[src/timer_pkg.sv]
`default_nettype none
package timer_pkg;

	localparam int ADDR_W = 18;
	localparam int DATA_W = 32;
	localparam int IDX_W = 16;
	localparam int PRE_W = 12;

	// register indices; byte address is four times the index
	localparam logic [IDX_W-1:0] IDX_MODE0 = 16'h0000;
	localparam logic [IDX_W-1:0] IDX_CYCLE0 = 16'h0001;
	localparam logic [IDX_W-1:0] IDX_DUTY0 = 16'h0002;
	localparam logic [IDX_W-1:0] IDX_MODE1 = 16'h0003;
	localparam logic [IDX_W-1:0] IDX_CYCLE1 = 16'h0004;
	localparam logic [IDX_W-1:0] IDX_DUTY1 = 16'h0005;
	localparam logic [IDX_W-1:0] IDX_CARRIER = 16'h0006;
	localparam logic [IDX_W-1:0] IDX_COUNT0 = 16'h0007;
	localparam logic [IDX_W-1:0] IDX_COUNT1 = 16'h0008;
	localparam logic [IDX_W-1:0] IDX_PORT1_DIR = 16'hff21;

	// mode_control_reg fields
	localparam int MD_EN = 7;
	localparam int MD_CKS_HI = 6;
	localparam int MD_CKS_LO = 4;
	localparam int MD_MODE_HI = 3;
	localparam int MD_MODE_LO = 2;
	localparam int MD_LEV = 1;
	localparam int MD_OE = 0;

	// carrier control fields
	localparam int CC_RMC = 2;
	localparam int CC_NRZB = 1;
	localparam int CC_NRZ = 0;

	localparam logic [7:0] MODE_RESET = 8'h00;
	localparam logic [7:0] CMP_RESET = 8'h00;
	localparam logic [7:0] PORT1_DIR_RESET = 8'hff;
	localparam int TIMER_PIN0 = 5;
	localparam int TIMER_PIN1 = 6;

	localparam logic [1:0] MODE_INTERVAL = 2'h0;
	localparam logic [1:0] MODE_CARRIER = 2'h1;
	localparam logic [1:0] MODE_PWM = 2'h2;

	// count clock ticks a buffered compare must age before transfer
	localparam logic [1:0] XFER_MIN_TICKS = 2'h3;

	localparam logic [1:0] RESP_OKAY = 2'h0;
	localparam logic [1:0] RESP_SLVERR = 2'h2;

	typedef enum {
		R_MODE0, R_CYCLE0, R_DUTY0, R_MODE1, R_CYCLE1, R_DUTY1,
		R_CARRIER, R_COUNT0, R_COUNT1, R_PORT1_DIR, R_NONE
	} reg_e;

	typedef struct packed {
		logic [7:0] mode;
		logic [7:0] cycle;
		logic [7:0] duty_buf;
		logic [7:0] duty_act;
		logic [7:0] cnt;
		logic duty_phase;
		logic masked;
		logic active;
		logic irq;
		logic pend;
		logic [1:0] age;
		logic pin;
	} chan_s;

	// prescaler tap for each count clock select code
	function automatic logic [3:0] div_exp(input logic [2:0] sel);
		unique case (sel)
			3'h0: div_exp = 4'h0;
			3'h1: div_exp = 4'h2;
			3'h2: div_exp = 4'h4;
			3'h3: div_exp = 4'h6;
			3'h4: div_exp = 4'ha;
			3'h5: div_exp = 4'h7;
			3'h6: div_exp = 4'h9;
			3'h7: div_exp = 4'hc;
		endcase
	endfunction

endpackage
`default_nettype wire

[src/count_prescaler.sv]
`default_nettype none
module count_prescaler #(
	parameter int PRE_W = timer_pkg::PRE_W
) (
	input wire logic aclk, // system clock
	input wire logic aresetn, // sync reset, active low
	output logic [PRE_W:0] tick // tick[k] pulses once per 2**k clocks
);
	import timer_pkg::*;

	typedef struct packed {
		logic [PRE_W-1:0] cnt;
	} pre_s;

	pre_s st_ff;
	pre_s nxt_st;

	if (PRE_W < 1 || PRE_W > 15) begin : g_bad_width
		$error("count_prescaler: PRE_W out of range");
	end

	always_comb begin
		nxt_st = st_ff;
		nxt_st.cnt = st_ff.cnt + {{(PRE_W-1){1'b0}}, 1'b1};
	end

	always_ff @(posedge aclk) begin
		if (!aresetn) begin
			st_ff <= '0;
		end else begin
			st_ff <= nxt_st;
		end
	end

	////////////////////////////////////////////////////////////////////////
	always_comb begin
		tick[0] = 1'b1;
		for (int k = 1; k <= PRE_W; k++) begin
			tick[k] = &(st_ff.cnt | ~PRE_W'((1 << k) - 1));
		end
	end

endmodule // count_prescaler
`default_nettype wire

[src/compare_timer.sv]
// Notes on behaviour
// RULE1: interval match raises irq, clears counter
// RULE2: interval mode ignores duty compare entirely
// RULE3: output enabled: toggle per cycle match
// RULE4: counting starts within one count clock
// RULE5: stopping forces irq and output inactive
// RULE6: software keeps cycle compare fixed in pwm
// RULE7: pwm cycle match clears, irqs, activates, switches
// RULE8: pwm duty match deactivates, switches, no clear
// RULE9: pwm period N+1, active width M+1
// RULE10: running duty writes buffered until old match
// RULE11: buffered duty needs three count clocks age
// RULE12: software rewrites duty after each restart
// RULE13: software keeps duty below cycle, both bytes
// RULE14: pwm start masks first count clock
// RULE15: carrier: first compare low, second high
// RULE16: software keeps carrier low compare fixed
// RULE17: event counter gates carrier onto pin
// RULE18: direction bit 0 drives pin, resets ones
// RULE19: software clears direction bits five, six
// RULE20: enable low holds counter cleared, stopped
// RULE21: running: only enable bit of mode changes
// RULE22: level bit sets inactive level, inverts
//
// Added by the designer: register access over AXI4-Lite.
`default_nettype none
module compare_timer #(
	parameter int ADDR_W = timer_pkg::ADDR_W,
	parameter int PRE_W = timer_pkg::PRE_W
) (
	input wire logic aclk, // system clock, 10 MHz
	input wire logic aresetn, // sync reset, active low
	input wire logic awvalid, // write address valid
	output logic awready, // write address ready
	input wire logic [ADDR_W-1:0] awaddr, // write byte address
	input wire logic [2:0] awprot, // unused
	input wire logic wvalid, // write data valid
	output logic wready, // write data ready
	input wire logic [timer_pkg::DATA_W-1:0] wdata, // write data
	input wire logic [3:0] wstrb, // byte enables
	output logic bvalid, // write response valid
	input wire logic bready, // write response ready
	output logic [1:0] bresp, // write response
	input wire logic arvalid, // read address valid
	output logic arready, // read address ready
	input wire logic [ADDR_W-1:0] araddr, // read byte address
	input wire logic [2:0] arprot, // unused
	output logic rvalid, // read data valid
	input wire logic rready, // read data ready
	output logic [timer_pkg::DATA_W-1:0] rdata, // read data
	output logic [1:0] rresp, // read response
	input wire logic carrier_event, // event counter interrupt pulse
	output logic [1:0] match_irq, // per-timer match pulse
	output logic [1:0] timer_out_pin, // timer pin levels
	output logic [1:0] timer_out_oe, // timer pin drive enables
	output logic [7:0] port1_oe // port 1 output buffer enables
);
	import timer_pkg::*;

	typedef struct packed {
		chan_s [1:0] ch;
		logic [7:0] port1_direction;
		logic rmc;
		logic nrzb;
		logic nrz;
		logic evt_seen;
		logic aw_held;
		logic [ADDR_W-1:0] aw_addr;
		logic w_held;
		logic [7:0] w_data;
		logic w_lane0;
		logic bvalid;
		logic [1:0] bresp;
		logic rvalid;
		logic [DATA_W-1:0] rdata;
		logic [1:0] rresp;
	} state_s;

	state_s st_ff;
	state_s nxt_st;
	logic [PRE_W:0] pre_tick;
	logic [1:0] cnt_tick;

	if (ADDR_W < 18 || ADDR_W > 32) begin : g_bad_addr
		$error("compare_timer: ADDR_W must hold index 16'hff21");
	end
	if (PRE_W < 12) begin : g_bad_pre
		$error("compare_timer: PRE_W too small for count clocks");
	end

	function automatic reg_e reg_sel(input logic [ADDR_W-1:0] addr);
		logic [ADDR_W-3:0] idx;
		idx = addr[ADDR_W-1:2];
		reg_sel = R_NONE;
		if (idx == (ADDR_W-2)'(IDX_MODE0)) reg_sel = R_MODE0;
		if (idx == (ADDR_W-2)'(IDX_CYCLE0)) reg_sel = R_CYCLE0;
		if (idx == (ADDR_W-2)'(IDX_DUTY0)) reg_sel = R_DUTY0;
		if (idx == (ADDR_W-2)'(IDX_MODE1)) reg_sel = R_MODE1;
		if (idx == (ADDR_W-2)'(IDX_CYCLE1)) reg_sel = R_CYCLE1;
		if (idx == (ADDR_W-2)'(IDX_DUTY1)) reg_sel = R_DUTY1;
		if (idx == (ADDR_W-2)'(IDX_CARRIER)) reg_sel = R_CARRIER;
		if (idx == (ADDR_W-2)'(IDX_COUNT0)) reg_sel = R_COUNT0;
		if (idx == (ADDR_W-2)'(IDX_COUNT1)) reg_sel = R_COUNT1;
		if (idx == (ADDR_W-2)'(IDX_PORT1_DIR)) reg_sel = R_PORT1_DIR;
	endfunction

	count_prescaler #(.PRE_W(PRE_W)) u_prescaler (
		.aclk(aclk),
		.aresetn(aresetn),
		.tick(pre_tick)
	);

	////////////////////////////////////////////////////////////////////////
	// count clock enable per timer from its select field
	always_comb begin
		for (int i = 0; i < 2; i++) begin
			cnt_tick[i] = pre_tick[div_exp(
				st_ff.ch[i].mode[MD_CKS_HI:MD_CKS_LO])];
		end
	end

	////////////////////////////////////////////////////////////////////////
	always_comb begin
		chan_s c;
		chan_s n;
		logic run;
		logic [1:0] md;
		logic xfer_ok;
		logic wr_fire;
		logic rd_fire;
		reg_e wsel;
		reg_e rsel;
		logic [7:0] rbyte;
		logic carrier_on;
		c = '0;
		n = '0;
		run = 1'b0;
		md = MODE_INTERVAL;
		xfer_ok = 1'b0;
		carrier_on = 1'b0;
		rbyte = 8'h00;
		wr_fire = 1'b0;
		rd_fire = 1'b0;
		wsel = R_NONE;
		rsel = R_NONE;
		nxt_st = st_ff;

		// bus: address and data taken in either order
		if (awvalid && awready) begin
			nxt_st.aw_held = 1'b1;
			nxt_st.aw_addr = awaddr;
		end
		if (wvalid && wready) begin
			nxt_st.w_held = 1'b1;
			nxt_st.w_data = wdata[7:0];
			nxt_st.w_lane0 = wstrb[0];
		end
		wr_fire = st_ff.aw_held && st_ff.w_held && !st_ff.bvalid;
		wsel = reg_sel(st_ff.aw_addr);
		if (wr_fire) begin
			nxt_st.aw_held = 1'b0;
			nxt_st.w_held = 1'b0;
			nxt_st.bvalid = 1'b1;
			nxt_st.bresp = (wsel == R_NONE) ? RESP_SLVERR : RESP_OKAY;
		end else if (st_ff.bvalid && bready) begin
			nxt_st.bvalid = 1'b0;
		end
		wr_fire = wr_fire && st_ff.w_lane0 && (wsel != R_NONE);

		// carrier event latched until timer 1 next counts
		if (cnt_tick[1] && st_ff.evt_seen) begin
			nxt_st.nrz = st_ff.nrzb; // RULE17
			nxt_st.evt_seen = 1'b0;
		end
		if (carrier_event) begin
			nxt_st.evt_seen = 1'b1;
		end

		for (int i = 0; i < 2; i++) begin
			c = st_ff.ch[i];
			n = c;
			run = c.mode[MD_EN];
			md = c.mode[MD_MODE_HI:MD_MODE_LO];
			if (md == MODE_CARRIER && i == 0) begin
				md = MODE_INTERVAL;
			end
			if (md != MODE_PWM && md != MODE_CARRIER) begin
				md = MODE_INTERVAL;
			end
			xfer_ok = c.pend && (c.age >= XFER_MIN_TICKS - 2'h1); // RULE11
			n.irq = 1'b0;
			if (!run) begin
				n.cnt = 8'h00; // RULE20
				n.duty_phase = 1'b0;
				n.masked = 1'b1;
				n.active = 1'b0; // RULE5
				n.pend = 1'b0;
				n.age = 2'h0;
			end else if (cnt_tick[i]) begin // RULE4
				if (c.pend && c.age != 2'h3) begin
					n.age = c.age + 2'h1;
				end
				if (c.masked && md == MODE_PWM) begin
					n.masked = 1'b0; // RULE14
				end else begin
					unique case (md)
						MODE_INTERVAL: begin
							// duty compare is never looked at here
							if (c.cnt == c.cycle) begin // RULE2
								n.cnt = 8'h00; // RULE1
								n.irq = 1'b1;
								if (c.mode[MD_OE]) begin
									n.active = !c.active; // RULE3
								end
							end else begin
								n.cnt = c.cnt + 8'h01;
							end
						end
						MODE_PWM: begin
							if (!c.duty_phase) begin
								if (c.cnt == c.cycle) begin // RULE9
									n.cnt = 8'h00; // RULE7
									n.irq = 1'b1;
									n.active = 1'b1;
									n.duty_phase = 1'b1;
								end else begin
									n.cnt = c.cnt + 8'h01;
								end
							end else begin
								n.cnt = c.cnt + 8'h01; // RULE8
								if (c.cnt == c.duty_act) begin
									n.active = 1'b0;
									n.duty_phase = 1'b0;
									if (xfer_ok) begin
										n.duty_act = c.duty_buf; // RULE10
										n.pend = 1'b0;
									end
								end
							end
						end
						MODE_CARRIER: begin
							// low phase on cycle, high phase on duty
							if (c.cnt == (c.duty_phase ? c.duty_act
								: c.cycle)) begin // RULE15
								n.cnt = 8'h00;
								n.irq = 1'b1;
								n.active = !c.active;
								n.duty_phase = !c.duty_phase;
								if (c.duty_phase && xfer_ok) begin
									n.duty_act = c.duty_buf;
									n.pend = 1'b0;
								end
							end else begin
								n.cnt = c.cnt + 8'h01;
							end
						end
						default: begin
							n.cnt = c.cnt;
						end
					endcase
				end
			end

			// register writes
			if (wr_fire && ((i == 0 && wsel == R_MODE0)
				|| (i == 1 && wsel == R_MODE1))) begin
				if (run) begin
					n.mode[MD_EN] = st_ff.w_data[MD_EN]; // RULE21
				end else begin
					n.mode = st_ff.w_data;
				end
			end
			if (wr_fire && ((i == 0 && wsel == R_CYCLE0)
				|| (i == 1 && wsel == R_CYCLE1))) begin
				n.cycle = st_ff.w_data;
			end
			if (wr_fire && ((i == 0 && wsel == R_DUTY0)
				|| (i == 1 && wsel == R_DUTY1))) begin
				n.duty_buf = st_ff.w_data;
				if (run && md != MODE_INTERVAL) begin
					n.pend = 1'b1; // RULE10
					n.age = 2'h0;
				end else begin
					n.duty_act = st_ff.w_data;
					n.pend = 1'b0;
				end
			end

			// pin level: level bit is the inactive level
			carrier_on = (i == 1) && (md == MODE_CARRIER);
			if (!n.mode[MD_EN] || !n.mode[MD_OE]) begin
				n.pin = n.mode[MD_LEV]; // RULE5
			end else if (carrier_on) begin
				n.pin = nxt_st.nrz && (!st_ff.rmc
					|| (n.mode[MD_LEV] ^ n.active)); // RULE17
			end else begin
				n.pin = n.mode[MD_LEV] ^ n.active; // RULE22
			end
			nxt_st.ch[i] = n;
		end

		if (wr_fire && wsel == R_CARRIER) begin
			nxt_st.rmc = st_ff.w_data[CC_RMC];
			nxt_st.nrzb = st_ff.w_data[CC_NRZB];
		end
		if (wr_fire && wsel == R_PORT1_DIR) begin
			nxt_st.port1_direction = st_ff.w_data; // RULE18
		end

		// read channel
		rd_fire = arvalid && arready;
		rsel = reg_sel(araddr);
		unique case (rsel)
			R_MODE0: rbyte = st_ff.ch[0].mode;
			R_CYCLE0: rbyte = st_ff.ch[0].cycle;
			R_DUTY0: rbyte = st_ff.ch[0].duty_buf;
			R_MODE1: rbyte = st_ff.ch[1].mode;
			R_CYCLE1: rbyte = st_ff.ch[1].cycle;
			R_DUTY1: rbyte = st_ff.ch[1].duty_buf;
			R_CARRIER: rbyte = {5'h00, st_ff.rmc, st_ff.nrzb, st_ff.nrz};
			R_COUNT0: rbyte = st_ff.ch[0].cnt;
			R_COUNT1: rbyte = st_ff.ch[1].cnt;
			R_PORT1_DIR: rbyte = st_ff.port1_direction;
			R_NONE: rbyte = 8'h00;
		endcase
		if (rd_fire) begin
			nxt_st.rvalid = 1'b1;
			nxt_st.rdata = {24'h000000, rbyte};
			nxt_st.rresp = (rsel == R_NONE) ? RESP_SLVERR : RESP_OKAY;
		end else if (st_ff.rvalid && rready) begin
			nxt_st.rvalid = 1'b0;
		end
	end

	////////////////////////////////////////////////////////////////////////
	always_ff @(posedge aclk) begin
		if (!aresetn) begin
			st_ff <= '0;
			for (int i = 0; i < 2; i++) begin
				st_ff.ch[i].mode <= MODE_RESET;
				st_ff.ch[i].cycle <= CMP_RESET;
				st_ff.ch[i].duty_buf <= CMP_RESET;
				st_ff.ch[i].duty_act <= CMP_RESET;
				st_ff.ch[i].masked <= 1'b1;
			end
			st_ff.port1_direction <= PORT1_DIR_RESET; // RULE18
		end else begin
			st_ff <= nxt_st;
		end
	end

	////////////////////////////////////////////////////////////////////////
	assign awready = !st_ff.aw_held && !st_ff.bvalid;
	assign wready = !st_ff.w_held && !st_ff.bvalid;
	assign bvalid = st_ff.bvalid;
	assign bresp = st_ff.bresp;
	assign arready = !st_ff.rvalid;
	assign rvalid = st_ff.rvalid;
	assign rdata = st_ff.rdata;
	assign rresp = st_ff.rresp;
	assign match_irq = {st_ff.ch[1].irq, st_ff.ch[0].irq};
	assign timer_out_pin = {st_ff.ch[1].pin, st_ff.ch[0].pin};
	assign port1_oe = ~st_ff.port1_direction; // RULE18
	assign timer_out_oe = {!st_ff.port1_direction[TIMER_PIN1],
		!st_ff.port1_direction[TIMER_PIN0]};

endmodule // compare_timer
`default_nettype wire

[config.mk]
export PLATFORM = sky130hd
export DESIGN_NAME = compare_timer
export DESIGN_NICKNAME = d
export VERILOG_FILES = /design/src/timer_pkg.sv /design/src/count_prescaler.sv /design/src/compare_timer.sv
export SDC_FILE = /design/constraint.sdc
export NUM_CORES = 1
export LEC_CHECK = 0
export ABC_AREA = 1
export BUFFER_PORTS_ARGS = -buffer_cell sky130_fd_sc_hd__buf_4
export CAP_MARGIN = 20
export CORE_ASPECT_RATIO = 0.6
export CORE_MARGIN = 2
export CORE_UTILIZATION = 50
export CTS_CLUSTER_DIAMETER = 150
export DETAILED_ROUTE_END_ITERATION = 6
export HOLD_SLACK_MARGIN = 0.05
export PLACE_DENSITY = 0.72
export SLEW_MARGIN = 20
export SYNTH_ARGS = -nofsm -noshare
export SYNTH_HDL_FRONTEND = slang
export SYNTH_SLANG_ARGS = --single-unit
[constraint.sdc]
create_clock -name aclk -period 3.2 [get_ports aclk]
set_input_delay 0.8 -clock aclk [delete_from_list [all_inputs] [get_ports aclk]]
set_output_delay 0.8 -clock aclk [all_outputs]
set_load 0.02 [all_outputs]
==> results.cfg, run 1 <==
[detailed_routing]
dr_total_vias = 8842
route.detailed.drc = 0
vias_per_cell = 5.36
postRouteAntennaNets = 0
wirelength_um = 25900
drtPass1Iterations = 6
detail_route.wl_per_cell_um = 15.7
drt_iter0_drc = 1068

[cells_and_area]
fill_cells = 1691
nets = 1496
final_cells = 1649
layout-drive-gt1-share_pct = 13.5
num_antenna_cells = 0
syn_to_final_growth_pct = 13.0

[placement]
place.gp.congestion = 0.981
portBuffers = 77
place_inst = 1615
dp_hpwl_um = 19900

[synth]
synth-edff-count = 0
synth_most_common_cell = nand2_1
ys_warn_count = 0
synth_area_um2 = 9170
synth_top_flop_cell = dfxtp_1
ys_ff_latch = 167
syn_inst = 1332
async_flop_share_pct = 0
synth_area_leader_cell = dfxtp_1
synth.area.top_cells = dfxtp_1, nand2_1, inv_1
synth_top_area_share_pct = 36.5
avgSynthCellArea_um2 = 6.88
synth_cell_type_count = 50
ys_seq_area_share_pct = 36.5
synthTopCellsByCount = nand2_1, inv_1, dfxtp_1, nor2_1, o21ai_0

[timing]
clock_skew_ps = 14.2
hold_viol = 0
clock.fmax_mhz = 350
maxSlewHeadroom_pct = 52.9
fin_crit_ps = 2860
finalSetupViolCount = 0
drv_slew = 0
fin_crit_sh_pct = 89.4
rsz0062_at_grt = no
worstMarginPinSlew_ps = 706
setup_tns_ps = 0

[global_routing]
track_usage_pct = 27.1
grt_max_degree = 35
antenna_found_initial = 0
grt_pass1_vias = 7601
gr-total-overflow = 0
grt_pass1_wl_um = 40500

[worst_hold_path]
hold_path.class = flop to flop
hold_end = st_ff[70]$_SDFFE_PN0P_
min_from = st_ff[70]$_SDFFE_PN0P_
hold_depth = 2

[setup_path]
r2r_start = u_prescaler.st_ff[0]$_SDFF_PN0_
startpoint = u_prescaler.st_ff[0]$_SDFF_PN0_
worstSetupStartpointType = flop
r2r_cells = 19
cp-end-kind = flop
crit_type = flop to flop
r2r_end = st_ff[147]$_SDFF_PN0_
r2r_slack_ps = 340
cp_max_fo = 7
cp.required_ps = 3570
cp.arrival_ps = 3230

[die]
die_x_um = 179
fp-row-count = 38
fp.dieArea_um2 = 19500
ios = 141
initial_utilization_pct = 50.9
coreArea_um2 = 18000
die_y_um = 109

[job]
maxCapViolations = 0

[cts]
cts-root-buf = clkbuf_16
clockBufferDepth = 2
ctsHtreeMaxLevel = 4
numCtsBuffers = 17
cts_tree = built
cts.sinks = 167
clk_pin_slew_ps = 70
clk_latency_ps = 430

[power]
leakage_nw = 4.39
power_density_nw_per_um2 = 436
max-vdd-ir-drop_uv = 386

[outcome]
status = finished clean
[cell type report]
type / instances / area, um2 / share of cell area [%]
clock buffers: 18 / 429 / 4.14
clock inverters: 14 / 129 / 1.24
inverters: 188 / 712 / 6.87
flip-flops and latches: 167 / 3340 / 32.3
multi-input cells: 930 / 4750 / 45.9
well taps: 240 / 300 / 2.90
repair buffers: 92 / 691 / 6.67
[flip-flops by register name (all words and copies together), names as in the netlist, named ones only]
signal             flops
u_prescaler.st_ff     12
match_irq              2
bresp                  1
rresp                  1
bvalid                 1
rvalid                 1
st_ff                131
timer_out_pin          2
rdata                  8
[where the power goes]
part           switching (mW)  total (mW)  internal [mW]
logic                   0.229       0.339          0.110
registers              0.0557        2.17           2.12
clock network           0.975        2.01           1.03
total                    1.26        4.52           3.26
[placed cells by master, fill, tap and decap left out, drive strengths merged, types with 5 or more instances in the layout]
master,synthesis,routed
nor2,178,178
xor2,11,11
clkbuf,21,18
o22ai,12,12
a211oi,15,15
a21oi,91,91
xnor2,13,13
o211ai,11,11
nand2,272,272
buf,51,92
o21ai,123,123
a31oi,8,8
nand3,64,64
nor4,9,9
inv,185,194
conb,1,26
dfxtp,167,167
nand4,34,34
o21a,5,5
nor3,28,28
ha,14,14
[metal layers]
layer / vias up / GRT usage, % / part of all wire, %
met3: 32 / 6.80 / 11
met5: - / 0 / 0
met2: 422 / 36.1 / 38
met4: 0 / 5.28 / 1.1
li1: 4416 / - / -
met1: 3972 / 43.1 / 50
[timing repair]
item | CTS | global route
endpoints found under the hold margin | 0 | 0
gates resized for setup | 0 | 3
hold buffers | 0 | 0
buffers inserted | 0 | 2
endpoints found under the setup margin | 0 | 3
[cell families after synthesis]
family	synth area share (%)
xor gates and xnor gates	2.29
buffers and inverters	12.8
and+or+nand+nor	30.2
DFF	36.5
adders and majority gates	1.91
AOI/OAI and AO/OA	16.3
other	0.0409
[critical path, stage by stage (launching register included)]
cell     delay, ps
dfxtp_1        430
ha_1           200
nand2_1         70
nor2_2         190
nand2_2        140
inv_1           80
ha_1           130
inv_1           60
nand3_1         70
nand2_1         50
a21oi_1        130
nand2_1         90
nand3_2        140
nand2_2        120
nor2_4         190
buf_4          180
nand3_1        110
nor2_1         240
o21ai_1        110
inv_1           60
[stage by stage]
stage | power, mW | instance area [um2] | util [%] | hold WS (ps) | worst slack (ps)
after floorplan | 2.44 | 9260 | - | 436 | 904
after global placement | 2.55 | 9770 | 54.2 | 451 | 345
after detailed placement | 2.56 | 9770 | 54.2 | 459 | 293
after CTS | 4.52 | 10300 | 57.3 | 469 | 259
after global routing | 4.65 | 10400 | 57.5 | 490 | 50.5
final | 4.52 | 10400 | 57.5 | 471 | 341
[worst max path at each step]
stage / endpoint / depth (start not counted) / slack (ps)
global route: st_ff[142]$_SDFFE_PN0P_ / 19 / 50
global placement: st_ff[147]$_SDFF_PN0_ / 18 / 340
CTS: st_ff[142]$_SDFFE_PN0P_ / 19 / 260
floorplan: st_ff[139]$_SDFFE_PN0P_ / 19 / 900
detailed placement: st_ff[142]$_SDFFE_PN0P_ / 19 / 290
finish: st_ff[147]$_SDFF_PN0_ / 19 / 340
(Power assumes the default switching activity.)
==> inputs of run 2 (changes only) <==
CELL_PAD_IN_SITES_DETAIL_PLACEMENT = 1   (was unset)
CELL_PAD_IN_SITES_GLOBAL_PLACEMENT = 1   (was unset)
CORE_UTILIZATION = 41   (was 50)
PLACE_DENSITY = unset   (was 0.72)
PLACE_DENSITY_LB_ADDON = 0.1   (was unset)
==> run 2 against run 1 <==
Effect of this change:
- setup slack better by 15 ps
- sequential share of layout area down 0.27 points
- maximum frequency is 0.52% higher
- non-clock buffer count shrank 2
- cell area grew 0.89%
- critical path type unchanged
==> results.cfg, run 2 (synthesized netlist as in run 1, its figures left out) <==
[placement]
place.gp.congestion = 0.881
portBuffers = 77
dp_hpwl_um = 24500
pre_cts_slack_ps = 322

[detailed_routing]
wirelength_um = 31500
drtPass1Iterations = 5
vias_per_cell = 5.34
drt_iter0_drc = 775
route.detailed.drc = 0
postRouteAntennaNets = 0
detail_route.wl_per_cell_um = 18.6
dr_total_vias = 9042

[setup_path]
r2r_cells = 22
crit_type = flop to flop
cp.required_ps = 3550
cp_max_fo = 7
r2r_start = u_prescaler.st_ff[0]$_SDFF_PN0_
cp.arrival_ps = 3190
r2r_end = timer_out_pin[1]$_SDFF_PN0_
worstSetupStartpointType = flop
r2r_slack_ps = 360
cp-end-kind = flop

[cells_and_area]
syn_to_final_growth_pct = 14.0
final_cell_mix = nand2_1, inv_1, dfxtp_1
nets = 1494
final_common_cell = nand2_1
largest_reg_flops = 131
num_antenna_cells = 0
regMostFlops = st_ff
layout-drive-gt1-share_pct = 13.4

[power]
power_density_nw_per_um2 = 451
p_int_mw = 3.41
netSwitchingFraction_pct = 27.5
leakage_nw = 4.41
comb_power_share_pct = 7.1
max-vdd-ir-drop_uv = 400
power_frac_clock_pct = 46.4
p_total_mw = 4.71
p_switching_mw = 1.30
seqPwrFrac_pct = 46.5

[timing]
fin_crit_ps = 2840
maxSlewHeadroom_pct = 57.1
finalSetupViolCount = 0
drv_slew = 0
rsz0062_at_grt = no
clock.fmax_mhz = 352
worstMarginPinSlew_ps = 641
finalWorstSetupSlack_ps = 355
whs_ps = 469
fin_crit_sh_pct = 88.9
hold_viol = 0
clock_skew_ps = 11.7
setup_tns_ps = 0

[die]
ios = 141
fp.dieArea_um2 = 23600
die_y_um = 120
coreArea_um2 = 22000
fp-row-count = 42
die_x_um = 197
initial_utilization_pct = 41.7

[cts]
clk_pin_slew_ps = 70
clockBufferDepth = 2
post_cts_resized = 0
clk_latency_ps = 450
cts-root-buf = clkbuf_16
ctsHtreeMaxLevel = 4
cts.sinks = 167
post-cts-setup-buffers = 0
cts_hold_buf = 0
cts_tree = built
numCtsBuffers = 17

[global_routing]
track_usage_pct = 27.7
grt_pass1_wl_um = 49700
gr-total-overflow = 0
grt_max_degree = 34
grt_pass1_vias = 8752
antenna_found_initial = 0

[worst_hold_path]
hold_path.class = flop to flop
min_from = st_ff[133]$_SDFFE_PN1P_
hold_depth = 2
hold_end = st_ff[133]$_SDFFE_PN1P_

[job]
maxCapViolations = 0

[outcome]
status = finished clean
-- run 2: cell count changes in the layout (fill, tap and decap cells not counted), sizes merged --
cell	previous run	this run
clkinvlp	4	1
buf	92	90
bufinv	0	2
clkinv	4	10
inv	194	190
clkbuf	18	17
-- run 2: metal layers --
layer | GRT usage (%) | vias to the layer above | part of all wire (%)
met2 | 37.1 | 269 | 38
met1 | 44.1 | 4358 | 53
li1 | - | 4399 | -
met4 | 4.09 | 0 | 0.66
met5 | 0 | - | 0
met3 | 7.22 | 16 | 8.0
-- run 2: worst max path at each step --
stage,endpoint,from
3_5_place_dp,st_ff[139]$_SDFFE_PN0P_,u_prescaler.st_ff[0]$_SDFF_PN0_
3_3_place_gp,timer_out_pin[1]$_SDFF_PN0_,u_prescaler.st_ff[0]$_SDFF_PN0_
6_report,timer_out_pin[1]$_SDFF_PN0_,u_prescaler.st_ff[0]$_SDFF_PN0_
2_1_floorplan,st_ff[139]$_SDFFE_PN0P_,u_prescaler.st_ff[0]$_SDFF_PN0_
5_1_grt,timer_out_pin[1]$_SDFF_PN0_,u_prescaler.st_ff[0]$_SDFF_PN0_
4_1_cts,st_ff[139]$_SDFFE_PN0P_,u_prescaler.st_ff[0]$_SDFF_PN0_
-- run 2: worst max-delay path, stage by stage (launching register included) --
cell and delay, ps:
dfxtp_2 380, ha_2 240, nand2_1 80, nor2_2 180
nand2_2 140, inv_1 80, ha_1 140, inv_1 70
nand3_1 70, nand2_1 50, a21oi_1 110, nand2_1 70
nand3_1 110, nand2_1 170, nor2_4 140, buf_4 170
nand2_1 60, nand2_1 120, nand2_1 100, nand2_1 100
nand3_1 60, nand2_1 60, nand2_1 40
-- run 2: power groups by stage --
stage                     registers [mW]  clock network [mW]  logic [mW]
after global routing                2.19                2.31       0.374
after global placement              2.23                   0       0.326
after detailed placement            2.23                   0       0.332
final                               2.19                2.19       0.335
after CTS                           2.18                2.22       0.334
after floorplan                     2.20                   0       0.241
-- run 2: through the flow --
| step | instance area (um2) | util [%] | instances |
|---|---|---|---|
| finish | 10500 | 47.6 | 1693 |
| global placement | 9830 | 44.7 | 1661 |
| detailed placement | 9830 | 44.7 | 1661 |
| CTS | 10400 | 47.6 | 1693 |
| floorplan | 9260 | - | 1357 |
| global route | 10500 | 47.6 | 1693 |
-- run 2: cell type report --
cell class                      count  area, um2
Timing Repair Buffer               90        676
Clock buffer                       17        425
Inverter                          188        712
Clock inverter                     15        191
Tap cell                          286        358
Multi-Input combinational cell    930       4740
Sequential cell                   167       3340
Fill cell                        2893      11500
